==> config.mk <==
export PLATFORM = sky130hd
export DESIGN_NAME = pcfg_top
export DESIGN_NICKNAME = d
export VERILOG_FILES = /design/src/rtl/pcfg_pkg.sv /design/src/rtl/pcfg_top.sv
export SDC_FILE = /design/constraint.sdc
export NUM_CORES = 1
export LEC_CHECK = 0
export CAP_MARGIN = 15
export CORE_AREA = 2 2 100 102
export DETAILED_ROUTE_END_ITERATION = 10
export DIE_AREA = 0 0 102 104
export DONT_BUFFER_PORTS = 1
export GPL_TIMING_DRIVEN = 1
export PLACE_DENSITY = 0.71
export RECOVER_POWER = 25
export SLEW_MARGIN = 20
export SYNTH_ARGS = -nofsm -noshare
export SYNTH_HDL_FRONTEND = slang
export SYNTH_SLANG_ARGS = --single-unit
==> constraint.sdc <==
create_clock -name i_clock -period 4.2 [get_ports i_clock]
set_clock_uncertainty 0.1 [all_clocks]
set_input_delay 0 -clock i_clock [delete_from_list [all_inputs] [get_ports i_clock]]
set_output_delay 0 -clock i_clock [all_outputs]
set_load 0.01 [all_outputs]
==> src/rtl/pcfg_pkg.sv <==
// Constants shared by the two-port configuration and data block
package pcfg_pkg;

  // ==========================================================
  // Widths
  // ==========================================================
  localparam int PCFG_DW = 8;           // Data width of one port
  localparam int PCFG_AW = 8;           // Register address width
  localparam int PCFG_BW = 3;           // Bit select width

  // ==========================================================
  // Register addresses
  // ==========================================================
  localparam logic [7:0] PCFG_PAGE_CFG   = 8'h0F; // Config page
  localparam logic [7:0] PCFG_ADR_P1     = 8'h90; // Port one data
  localparam logic [7:0] PCFG_ADR_P2     = 8'hA0; // Port two data
  localparam logic [7:0] PCFG_ADR_P1DRV  = 8'hA5; // Port one driver
  localparam logic [7:0] PCFG_ADR_P2DRV  = 8'hA6; // Port two driver
  localparam logic [7:0] PCFG_ADR_P1BYP  = 8'hD5; // Port one bypass
  localparam logic [7:0] PCFG_ADR_P1ANA  = 8'hF2; // Port one mode
  localparam logic [7:0] PCFG_ADR_P2ANA  = 8'hF3; // Port two mode

  // ==========================================================
  // Reset values
  // ==========================================================
  localparam logic [7:0] PCFG_RST_DATA = 8'hFF; // Latches high
  localparam logic [7:0] PCFG_RST_ANA  = 8'hFF; // All digital
  localparam logic [7:0] PCFG_RST_DRV  = 8'h00; // All open-drain
  localparam logic [7:0] PCFG_RST_BYP  = 8'h00; // None bypassed
  localparam logic [7:0] PCFG_ZERO     = 8'h00; // Unmapped read

endpackage

==> src/rtl/pcfg_top.sv <==
// Register and pin-control logic for two 8-bit general-purpose ports
`timescale 1ns/100ps
// Overview of operation
// (RULE1) Data write loads each pin output latch
// (RULE2) Data read returns sampled pin levels
// (RULE3) Analog cells report no valid digital level
// (RULE4) Data registers at 0x90/0xA0, all pages, bitwise
// (RULE5) Mode and bypass registers only on page 0x0F
// (RULE6) Mode bit 0 analog, 1 digital
// (RULE7) Analog mode kills pull-up and receiver
// (RULE8) Software clears driver bit for analog pins
// (RULE9) Driver bit ignored while pin is analog
// (RULE10) Driver bit 0 open-drain, 1 push-pull
// (RULE11) Bypass bit 1 makes crossbar skip pin
// (RULE12) Software bypasses analog, special, plain pins
// (RULE13) Port two driver register at 0xA6, same coding
// (RULE14) Config registers read back last written value
// (RULE15) Reset: data, mode ones; driver, bypass zeros
module pcfg_top (
  input  wire logic                          i_clock,
  input  wire logic                          i_rst_n,
  // Register bus from the core
  input  wire logic [pcfg_pkg::PCFG_AW-1:0]  i_sfr_page,
  input  wire logic [pcfg_pkg::PCFG_AW-1:0]  i_sfr_addr,
  input  wire logic                          i_sfr_wr,
  input  wire logic [pcfg_pkg::PCFG_DW-1:0]  i_sfr_wdata,
  input  wire logic                          i_sfr_bit_wr,
  input  wire logic [pcfg_pkg::PCFG_BW-1:0]  i_sfr_bit_sel,
  input  wire logic                          i_sfr_bit_val,
  input  wire logic                          i_sfr_rd,
  output logic      [pcfg_pkg::PCFG_DW-1:0]  o_sfr_rdata,
  output logic                               o_sfr_hit,
  // Pad levels seen at the pins
  input  wire logic [pcfg_pkg::PCFG_DW-1:0]  i_port_one_pin,
  input  wire logic [pcfg_pkg::PCFG_DW-1:0]  i_port_two_pin,
  // Pad controls, port one
  output logic      [pcfg_pkg::PCFG_DW-1:0]  o_port_one_out,
  output logic      [pcfg_pkg::PCFG_DW-1:0]  o_port_one_oe,
  output logic      [pcfg_pkg::PCFG_DW-1:0]  o_port_one_pullup,
  output logic      [pcfg_pkg::PCFG_DW-1:0]  o_port_one_rx_en,
  // Pad controls, port two
  output logic      [pcfg_pkg::PCFG_DW-1:0]  o_port_two_out,
  output logic      [pcfg_pkg::PCFG_DW-1:0]  o_port_two_oe,
  output logic      [pcfg_pkg::PCFG_DW-1:0]  o_port_two_pullup,
  output logic      [pcfg_pkg::PCFG_DW-1:0]  o_port_two_rx_en,
  // Crossbar steering
  output logic      [pcfg_pkg::PCFG_DW-1:0]  o_port_one_skip
);
  import pcfg_pkg::*;

  // ==========================================================
  // Register state
  // ==========================================================
  logic [PCFG_DW-1:0] port_one_pins;            // Port one latch
  logic [PCFG_DW-1:0] port_two_pins;            // Port two latch
  logic [PCFG_DW-1:0] port_one_analog_select;   // Port one mode
  logic [PCFG_DW-1:0] port_two_analog_select;   // Port two mode
  logic [PCFG_DW-1:0] port_one_driver_type;     // Port one driver
  logic [PCFG_DW-1:0] port_two_driver_type;     // Port two driver
  logic [PCFG_DW-1:0] port_one_crossbar_bypass; // Port one bypass

  // ==========================================================
  // Decode helpers
  // ==========================================================
  // Register visible on every page
  function automatic logic hit_any(
    input logic [PCFG_AW-1:0] addr,
    input logic [PCFG_AW-1:0] want
  );
    hit_any = (addr == want);
  endfunction

  // Register visible only on the configuration page
  function automatic logic hit_cfg(
    input logic [PCFG_AW-1:0] page,
    input logic [PCFG_AW-1:0] addr,
    input logic [PCFG_AW-1:0] want
  );
    hit_cfg = (page == PCFG_PAGE_CFG) && (addr == want); // RULE5
  endfunction

  // One-hot mask for a single-bit write
  function automatic logic [PCFG_DW-1:0] bit_mask(
    input logic [PCFG_BW-1:0] sel
  );
    bit_mask = PCFG_DW'(1) << sel;
  endfunction

  // Next latch value from byte or bit write
  function automatic logic [PCFG_DW-1:0] latch_next(
    input logic [PCFG_DW-1:0] cur,
    input logic               wr,
    input logic [PCFG_DW-1:0] wdata,
    input logic               bwr,
    input logic [PCFG_BW-1:0] sel,
    input logic               bval
  );
    logic [PCFG_DW-1:0] m;
    m = bit_mask(sel);
    if (wr) begin
      latch_next = wdata;                                 // RULE1
    end else if (bwr) begin
      // Only the addressed bit moves, others keep
      latch_next = bval ? (cur | m) : (cur & ~m);         // RULE4
    end else begin
      latch_next = cur;
    end
  endfunction

  // Output enable per pin; analog pins behave open-drain
  function automatic logic [PCFG_DW-1:0] drive_en(
    input logic [PCFG_DW-1:0] latch,
    input logic [PCFG_DW-1:0] ana,
    input logic [PCFG_DW-1:0] drv
  );
    logic [PCFG_DW-1:0] pp;
    pp = drv & ana;                                       // RULE9
    // Push-pull drives always, open-drain only the low
    drive_en = pp | ~latch;                               // RULE10
  endfunction

  // ==========================================================
  // Address decode of the current access
  // ==========================================================
  logic sel_p1;     // Port one data
  logic sel_p2;     // Port two data
  logic sel_p1ana;  // Port one mode
  logic sel_p2ana;  // Port two mode
  logic sel_p1drv;  // Port one driver
  logic sel_p2drv;  // Port two driver
  logic sel_p1byp;  // Port one bypass

  // Data registers ignore the page selector
  assign sel_p1    = hit_any(i_sfr_addr, PCFG_ADR_P1);    // RULE4
  assign sel_p2    = hit_any(i_sfr_addr, PCFG_ADR_P2);    // RULE4
  // Configuration registers need the config page
  assign sel_p1ana = hit_cfg(i_sfr_page, i_sfr_addr, PCFG_ADR_P1ANA);
  assign sel_p2ana = hit_cfg(i_sfr_page, i_sfr_addr, PCFG_ADR_P2ANA);
  assign sel_p1drv = hit_cfg(i_sfr_page, i_sfr_addr, PCFG_ADR_P1DRV);
  assign sel_p2drv = hit_cfg(i_sfr_page, i_sfr_addr, PCFG_ADR_P2DRV);
  assign sel_p1byp = hit_cfg(i_sfr_page, i_sfr_addr, PCFG_ADR_P1BYP);

  // ==========================================================
  // Output latches
  // ==========================================================
  // Byte write wins over a bit write in the same cycle
  always_ff @(posedge i_clock) begin
    if (!i_rst_n) begin
      port_one_pins <= PCFG_RST_DATA;                     // RULE15
      port_two_pins <= PCFG_RST_DATA;                     // RULE15
    end else begin
      port_one_pins <= latch_next(port_one_pins,
                         i_sfr_wr && sel_p1, i_sfr_wdata,
                         i_sfr_bit_wr && sel_p1,
                         i_sfr_bit_sel, i_sfr_bit_val);   // RULE1
      port_two_pins <= latch_next(port_two_pins,
                         i_sfr_wr && sel_p2, i_sfr_wdata,
                         i_sfr_bit_wr && sel_p2,
                         i_sfr_bit_sel, i_sfr_bit_val);   // RULE1
    end
  end

  // ==========================================================
  // Input mode registers
  // ==========================================================
  // Plain storage; value read back as written
  always_ff @(posedge i_clock) begin
    if (!i_rst_n) begin
      port_one_analog_select <= PCFG_RST_ANA;             // RULE15
      port_two_analog_select <= PCFG_RST_ANA;             // RULE15
    end else begin
      if (i_sfr_wr && sel_p1ana) begin
        port_one_analog_select <= i_sfr_wdata;            // RULE6
      end
      if (i_sfr_wr && sel_p2ana) begin
        port_two_analog_select <= i_sfr_wdata;            // RULE6
      end
    end
  end

  // ==========================================================
  // Output mode registers
  // ==========================================================
  // Held even for analog pins, so a later switch to
  // digital picks up the stored driver choice at once
  always_ff @(posedge i_clock) begin
    if (!i_rst_n) begin
      port_one_driver_type <= PCFG_RST_DRV;               // RULE15
      port_two_driver_type <= PCFG_RST_DRV;               // RULE15
    end else begin
      if (i_sfr_wr && sel_p1drv) begin
        port_one_driver_type <= i_sfr_wdata;              // RULE10
      end
      if (i_sfr_wr && sel_p2drv) begin
        port_two_driver_type <= i_sfr_wdata;              // RULE13
      end
    end
  end

  // ==========================================================
  // Crossbar bypass register
  // ==========================================================
  always_ff @(posedge i_clock) begin
    if (!i_rst_n) begin
      port_one_crossbar_bypass <= PCFG_RST_BYP;           // RULE15
    end else if (i_sfr_wr && sel_p1byp) begin
      port_one_crossbar_bypass <= i_sfr_wdata;            // RULE11
    end
  end

  // ==========================================================
  // Read data path
  // ==========================================================
  logic [PCFG_DW-1:0] next_rdata;  // Mux result
  logic               next_hit;    // Address matched

  // Pin reads see the pad, gated by the receiver enable.
  // A disabled receiver reads as zero rather than a float.
  always_comb begin
    next_rdata = PCFG_ZERO;
    next_hit   = 1'b1;
    if (sel_p1) begin
      next_rdata = i_port_one_pin & port_one_analog_select; // RULE2
    end else if (sel_p2) begin
      next_rdata = i_port_two_pin & port_two_analog_select; // RULE3
    end else if (sel_p1ana) begin
      next_rdata = port_one_analog_select;                // RULE14
    end else if (sel_p2ana) begin
      next_rdata = port_two_analog_select;                // RULE14
    end else if (sel_p1drv) begin
      next_rdata = port_one_driver_type;                  // RULE14
    end else if (sel_p2drv) begin
      next_rdata = port_two_driver_type;                  // RULE14
    end else if (sel_p1byp) begin
      next_rdata = port_one_crossbar_bypass;              // RULE14
    end else begin
      // Unmapped or wrong page: zero and no hit
      next_hit = 1'b0;
    end
  end

  // Registered answer, one cycle after the read strobe
  always_ff @(posedge i_clock) begin
    if (!i_rst_n) begin
      o_sfr_rdata <= PCFG_ZERO;
      o_sfr_hit   <= 1'b0;
    end else if (i_sfr_rd) begin
      o_sfr_rdata <= next_rdata;
      o_sfr_hit   <= next_hit;
    end else begin
      // Drop the hit flag between reads, keep the data
      o_sfr_hit   <= 1'b0;
    end
  end

  // ==========================================================
  // Pad control, port one
  // ==========================================================
  // Registered from the stored state, so pads settle one
  // cycle after a register write
  always_ff @(posedge i_clock) begin
    if (!i_rst_n) begin
      o_port_one_out    <= PCFG_RST_DATA;
      o_port_one_oe     <= ~PCFG_RST_DATA;
      o_port_one_pullup <= PCFG_RST_ANA;
      o_port_one_rx_en  <= PCFG_RST_ANA;
    end else begin
      o_port_one_out    <= port_one_pins;
      o_port_one_oe     <= drive_en(port_one_pins,
                             port_one_analog_select,
                             port_one_driver_type);       // RULE10
      o_port_one_pullup <= port_one_analog_select;        // RULE7
      o_port_one_rx_en  <= port_one_analog_select;        // RULE7
    end
  end

  // ==========================================================
  // Pad control, port two
  // ==========================================================
  always_ff @(posedge i_clock) begin
    if (!i_rst_n) begin
      o_port_two_out    <= PCFG_RST_DATA;
      o_port_two_oe     <= ~PCFG_RST_DATA;
      o_port_two_pullup <= PCFG_RST_ANA;
      o_port_two_rx_en  <= PCFG_RST_ANA;
    end else begin
      o_port_two_out    <= port_two_pins;
      o_port_two_oe     <= drive_en(port_two_pins,
                             port_two_analog_select,
                             port_two_driver_type);       // RULE13
      o_port_two_pullup <= port_two_analog_select;        // RULE7
      o_port_two_rx_en  <= port_two_analog_select;        // RULE7
    end
  end

  // ==========================================================
  // Crossbar steering
  // ==========================================================
  // The decoder lives elsewhere; it only sees this mask
  always_ff @(posedge i_clock) begin
    if (!i_rst_n) begin
      o_port_one_skip <= PCFG_RST_BYP;
    end else begin
      o_port_one_skip <= port_one_crossbar_bypass;        // RULE11
    end
  end

endmodule

==> results of run 1 <==
## layer usage
layer  vias to the layer above  GRT usage (%)  routed length (um)
met2                       220           43.9                6940
met5                         -              0                  13
met3                        47           10.1                1320
li1                       2033              -                   -
met4                         2           11.7                 509
met1                      2087           36.2                6040
## power by group
group	switching (mW)	internal, mW
clock network	0.535	0.921
registers	0.00559	1.15
logic	0.0757	0.0577
## Yosys cell counts (all sizes together), types with 11 or more instances
cell,instances,area [um2]
nand2b,35,219
clkbuf,22,113
o211ai,15,118
dfxtp,121,2420
nand2,111,422
nand3,25,125
nor2b,11,68.8
buf,26,206
nor2,17,68.8
a21boi,29,218
a21oi,16,80.1
mux2i,35,350
## worst register-to-register path: stages, from the launching register on
cell and delay [ns]:
sky130_fd_sc_hd__dfxtp_1 0.40, sky130_fd_sc_hd__mux2i_1 0.16, sky130_fd_sc_hd__dlygate4sd3_1 0.56, sky130_fd_sc_hd__nand2_1 0.05, sky130_fd_sc_hd__dlygate4sd3_1 0.65
## cells by family (layout without fill, tap and decap cells)
logic type | Yosys count | after routing | synth area share [%]
flops | 121 | 121 | 45.5
compound gates | 106 | 106 | 15.3
other cells | 0 | 2 | 0
mux | 44 | 44 | 8.49
simple gates | 246 | 246 | 24.4
buf+inv | 51 | 95 | 6.21
## per-stage QoR
step / instance area, um2 / std cells
3_5_place_dp: 5190 / 656
6_report: 6360 / 747
5_1_grt: 6360 / 746
3_3_place_gp: 5190 / 656
2_1_floorplan: 5320 / 568
4_1_cts: 6380 / 745
## worst max-delay path by stage
stage                                                 to          start  slack (ns)  cells after the start
floorplan                    o_sfr_rdata[5]$_SDFFE_PN0P_  i_sfr_page[5]        2.53                      6
global placement    port_two_driver_type[5]$_SDFFE_PN0P_  i_sfr_addr[6]        2.18                      5
detailed placement  port_two_driver_type[4]$_SDFFE_PN0P_  i_sfr_addr[6]        2.12                      5
CTS                                                 flop  i_sfr_addr[0]        0.61                      9
global route                                        flop  i_sfr_addr[0]        0.32                      9
finish                                              flop  i_sfr_addr[0]        0.44                      9
## layout make-up
type	instances	area share, %
Antenna cell	2	0.0787
Clock buffer	18	6.73
Clock inverter	14	2.73
Inverter	3	0.177
Multi-Input combinational cell	396	40.3
Sequential cell	121	38.1
Tap cell	133	2.62
Timing Repair Buffer	60	9.24
==> out/metrics.yaml, run 1 <==
grt:
  grt_pass1_vias: 4233
  grt.total_usage_pct: 28.6
  grt_max_degree: 123
  antenna_found_initial: 2
  aggregate_global_routing_overflow: 0
  grt_first_pass_wirelength_um: 22700
floorplanning:
  design.portCount: 130
  placeableCoreArea_um2: 9550
  die_y_um: 104
  starting_utilization_of_the_core_area_pct: 55.7
  dieArea_um2: 10600
  row_count: 36
  die_x_um: 102
drt:
  num_vias: 4389
  drt-pass1-iter-count: 5
  first_iter_violations: 373
  drc_errors: 0
  via_per_instance_ratio: 5.88
  detail-route-antenna-nets: 0
  route.final.wire_length_um: 14800
  avgRoutedWirePerCell_um: 19.8
yosys:
  synth_enable_flop_cells: 0
  asyncSetResetFlopFracSynth_pct: 0
  yosys_warnings: 0
  avgSynthCellArea_um2: 9.36
  yosysSeqAreaShare_pct: 45.5
  ys_dominant_reg_cell: "sky130_fd_sc_hd__dfxtp_1"
  ys_types: 52
  netlist_instances: 568
  ys_seq_elements: 121
  post_synth_instance_area_um2: 5320
  synthesis.nets: 617
setup_path:
  crit_type: "primary input to flop"
  crit_buf_inv: 4
  worst_path_dominant_cell_family: "buffers and inverters"
  worstReg2RegStart: "port_one_analog_select[1]$_SDFFE_PN1P_"
  critPathSlowestCell: "sky130_fd_sc_hd__dlygate4sd3_1"
  critical_path_peak_fanout: 12
  timing.rr.end: "port_one_analog_select[1]$_SDFFE_PN1P_"
  critical_path.endpoint_type: "flop"
  critical_path_source_type: "primary input"
  arrival_ns: 4.07
  crit_path_cell_trace: "dlygate4sd3_1 > or4_4 > dlygate4sd3_1 > nor3_2 > nand2_1 > dlygate4sd3_1 > nand2_1 > o211ai_1 > dlygate4sd3_1"
  setup.reg_to_reg.worst_slack_ns: 2.16
  worst_path_most_repeated_cell: "sky130_fd_sc_hd__dlygate4sd3_1"
  crit_path_max_incr_delay_ns: 0.76
  worstRegToRegCells: 4
  crit_required_ns: 4.51
clocking:
  cts.repair_timing.setup_buffer_count: 0
  clock_insertion_delay_worst_skew_ns: 0.53
  path_clk_slew_ns: 0.06
  cts_num_sinks: 121
  post_cts_hold_buffer_count: 57
  clock_tree.root_cell: "sky130_fd_sc_hd__clkbuf_8"
  cts_repair_resize_count: 0
  cts_inserted_buffers: 17
  max-clock-path-buffers: 2
  cts_tree: "yes"
  ctsHtreeMaxLevel: 4
flow_run:
  number_of_max_capacitance_violations_reported: 1
layout:
  post_route_core_utilization_pct: 66.6
  num-nets-final: 648
  layout.cells.most_common_list: "sky130_fd_sc_hd__dfxtp_1, sky130_fd_sc_hd__nand2_1, sky130_fd_sc_hd__dlygate4sd3_1"
  areaGrowthSynthToFinish_pct: 19.6
  post_route_cells_drive_above_1_share_pct: 12.7
  layout_commonest_cell: "sky130_fd_sc_hd__dfxtp_1"
  register_area_um2: 2420
  multiInputGateArea_um2: 2570
  number_of_filler_instances_in_the_final_layout: 774
timing:
  final_hold_viol_count: 0
  grt_setup_unrepaired: "no"
  slew_viol_final: 123
  final.setup.tns_ns: 0
  worst-slew-pin-transition_ns: 2.14
  slew-limit-headroom_pct: -42.7
  fin_crit_ns: 3.76
  finalSetupViolCount: 0
  max_freq_ghz: 0.266
  period_share_pct: 89.5
  final_critical_path_setup_slack_ns: 0.442
  holdWs_ns: 0.00929
power_and_ir_drop:
  max-vdd-ir-drop_mv: 0.348
  static-leakage-power_nw: 2.51
  power.density_nw_per_um2: 432
  sum_of_internal_switching_and_leakage_power_mw: 2.75
worst_hold_path:
  worstHoldStart: "i_sfr_page[6]"
  classification_of_the_worst_slack_hold_path: "primary input to flop"
  hold_path_depth: 3
  worst_hold_path.endpoint: "o_sfr_hit$_SDFF_PN0_"
placed_design:
  port-buffer-count: 0
  globalplace.congestion: 0.917
  dp_hpwl_um: 9580
  preCtsSetupSlack_ns: 2.12
outcome:
  failed_checks: "max-capacitance violations, max-slew violations"
  outcome: "finished, violations left"
Power figures use the tool's default switching activity.
==> run 2: changes to the inputs <==
--- a/config.mk
+++ b/config.mk
@@ -13,6 +13,7 @@
 export GPL_TIMING_DRIVEN = 1
 export PLACE_DENSITY = 0.71
 export RECOVER_POWER = 25
+export REMOVE_ABC_BUFFERS = 1
 export SLEW_MARGIN = 20
 export SYNTH_ARGS = -nofsm -noshare
 export SYNTH_HDL_FRONTEND = slang
==> run 2 against run 1 <==
  * The run still ends with max-capacitance violations, max-slew violations left
  * Via count up 0.64%
  * Sequential share of layout area grew 0.060 points
  * Routed wire length rose by 0.37%
  * Critical path depth is 1 lower
  * Die area unchanged
  * Worst setup slack improved by 0.40 ns
  * Combinational power increased by 3%
  * Sequential power about the same
  * Largest power group unchanged
==> out/metrics.yaml, run 2 (synthesis gave the netlist of run 1 again) <==
outcome:
  outcome: "finished, violations left"
  failed_checks: "max-capacitance violations, max-slew violations"
layout:
  antennaDiodeCount: 0  # -2
  num-nets-final: 646  # -0.31%
  layout.cells.most_common_list: "sky130_fd_sc_hd__dfxtp_1, sky130_fd_sc_hd__nand2_1, sky130_fd_sc_hd__dlygate4sd3_1"
  number_of_filler_instances_in_the_final_layout: 788  # +1.8%
  post_route_cells_drive_above_1_share_pct: 13.0  # +0.21 points
  areaGrowthSynthToFinish_pct: 19.4
  multiInputGateArea_um2: 2580  # +0.59%
  register_area_um2: 2420  # unchanged
  layout_commonest_cell: "sky130_fd_sc_hd__dfxtp_1"
drt:
  detail-route-antenna-nets: 0  # unchanged
  drc_errors: 0  # unchanged
  num_vias: 4417  # +0.64%
  route.final.wire_length_um: 14900  # +0.37%
  drt-pass1-iter-count: 6  # +1
  via_per_instance_ratio: 5.94  # +1.2%
  avgRoutedWirePerCell_um: 20.0  # +0.91%
  first_iter_violations: 427  # +14%
floorplanning:
  placeableCoreArea_um2: 9550  # unchanged
  dieArea_um2: 10600  # unchanged
  die_x_um: 102  # unchanged
  die_y_um: 104  # unchanged
  design.portCount: 130  # unchanged
  starting_utilization_of_the_core_area_pct: 55.7  # unchanged
  row_count: 36  # unchanged
clocking:
  cts.repair_timing.setup_buffer_count: 0  # unchanged
  path_clk_slew_ns: 0.06  # about the same
  ctsHtreeMaxLevel: 4  # unchanged
  cts_num_sinks: 121  # unchanged
  clock_tree.root_cell: "sky130_fd_sc_hd__clkbuf_8"
  max-clock-path-buffers: 2  # unchanged
  cts_tree: "yes"
  cts_inserted_buffers: 17  # unchanged
  clock_insertion_delay_worst_skew_ns: 0.52  # about the same
setup_path:
  critical_path_source_type: "primary input"
  arrival_ns: 3.67  # -0.40 ns
  crit_path_cell_trace: "dlygate4sd3_1 > or4_4 > dlygate4sd3_1 > nor3_2 > o21ai_1 > nand2_1 > o211ai_1 > dlygate4sd3_1"
  worst_path_most_repeated_cell: "sky130_fd_sc_hd__dlygate4sd3_1"
  crit_type: "primary input to flop"
  critPathSlowestCell: "sky130_fd_sc_hd__dlygate4sd3_1"
  critical_path.endpoint_type: "flop"
  crit_path_max_incr_delay_ns: 0.79  # +0.03 ns
  critical_path_peak_fanout: 12  # unchanged
  crit_required_ns: 4.51  # about the same
grt:
  grt_pass1_vias: 4389  # +3.7%
  grt_first_pass_wirelength_um: 23000  # +1.3%
  grt_max_degree: 123  # unchanged
  grt.total_usage_pct: 28.8  # +0.28 points
  aggregate_global_routing_overflow: 0  # unchanged
  antenna_found_initial: 0  # -2
power_and_ir_drop:
  max-vdd-ir-drop_mv: 0.266  # -24%
  static-leakage-power_nw: 2.52  # +0.73%
  power_report.internal_total_mw: 2.13  # about the same
  switching_power_mw: 0.624  # +1.3%
  clock_power_share_pct: 53.0  # about the same
  power.share.switching_pct: 22.6  # +0.22 points
  power.share.sequential_pct: 42.0  # -0.2 points
  share_comb_of_total_power_pct: 5.0  # about the same
  power.density_nw_per_um2: 434  # +0.53%
placed_design:
  globalplace.congestion: 0.857  # -6.6%
  preCtsSetupSlack_ns: 1.92  # -0.204 ns
  dp_hpwl_um: 9090  # -5.1%
  port-buffer-count: 0  # unchanged
timing:
  period_share_pct: 80.0  # -9.4 points
  slew-limit-headroom_pct: -42.0  # +0.72 points
  final_critical_path_setup_slack_ns: 0.839  # +0.397 ns
  worst-slew-pin-transition_ns: 2.13  # -0.0109 ns
  max_freq_ghz: 0.298  # +12%
  fin_crit_ns: 3.36  # -0.397 ns
  final.setup.tns_ns: 0  # unchanged
  grt_setup_unrepaired: "no"
  final_hold_viol_count: 0  # unchanged
  finalSetupViolCount: 0  # unchanged
  slew_viol_final: 123  # unchanged
worst_hold_path:
  classification_of_the_worst_slack_hold_path: "primary input to flop"
flow_run:
  number_of_max_capacitance_violations_reported: 1  # unchanged
## run 2: path summary, 6_finish.rpt
kind                                                from                            to  slack (ns)  cells past startpoint
setup reg to reg  port_one_analog_select[2]$_SDFFE_PN1P_   o_sfr_rdata[2]$_SDFFE_PN0P_        2.20                      6
setup / recovery                           i_sfr_addr[0]                          flop        0.84                      8
hold / removal                             i_sfr_addr[5]          o_sfr_hit$_SDFF_PN0_        0.02                      4
hold reg to reg                                     flop  o_port_two_out[1]$_SDFF_PN1_        0.36                      1
## run 2: per-layer routing
metal / vias up / wire, um / global-route usage, %
li1: 2043 / - / -
met1: 2101 / 6130 / 37.7
met2: 234 / 6970 / 43.6
met3: 39 / 1230 / 7.46
met4: 0 / 547 / 14.5
met5: - / 0 / 0
## run 2: power groups by stage
stage	Sequential [mW]	Clock, mW	Combinational (mW)
final	1.16	1.46	0.137
after global routing	1.16	1.54	0.146
after CTS	1.16	1.48	0.134
after detailed placement	1.18	0	0.0711
after global placement	1.18	0	0.0702
after floorplan	1.18	0	0.0582
## run 2: worst max-delay path: cells and delay by family
kind	cells	cell delay, ns
AND/OR/NAND/NOR	3	1.27
AO/OA/AOI/OAI	2	0.29
buffers and inverters	3	2.11
## run 2: per-stage QoR
stage / utilization (%) / power [mW] / hold slack (ns) / cells / area [um2]
final: 66.5 / 2.76 / 0.0179 / 743 / 6350
after CTS: 66.7 / 2.77 / 0.00158 / 743 / 6360
after global placement: 54.4 / 1.25 / -0.0265 / 656 / 5190
after floorplan: - / 1.24 / -0.0381 / 520 / 5000
after detailed placement: 54.4 / 1.25 / -0.0194 / 656 / 5190
after global routing: 66.5 / 2.84 / 0.0305 / 743 / 6350
## run 2: repair_timing
item / 4_1_cts / 5_1_grt
endpoints found under the setup margin: 0 / 0
endpoints found under the hold margin: 121 / 0
hold buffers: 55 / 0
gates resized for setup: 0 / 0
## run 2: layout make-up
class	instances	area share [%]
Clock buffer	18	6.74
Clock inverter	14	2.74
Inverter	3	0.177
Multi-Input combinational cell	396	40.6
Sequential cell	121	38.1
Tap cell	133	2.62
Timing Repair Buffer	58	8.94
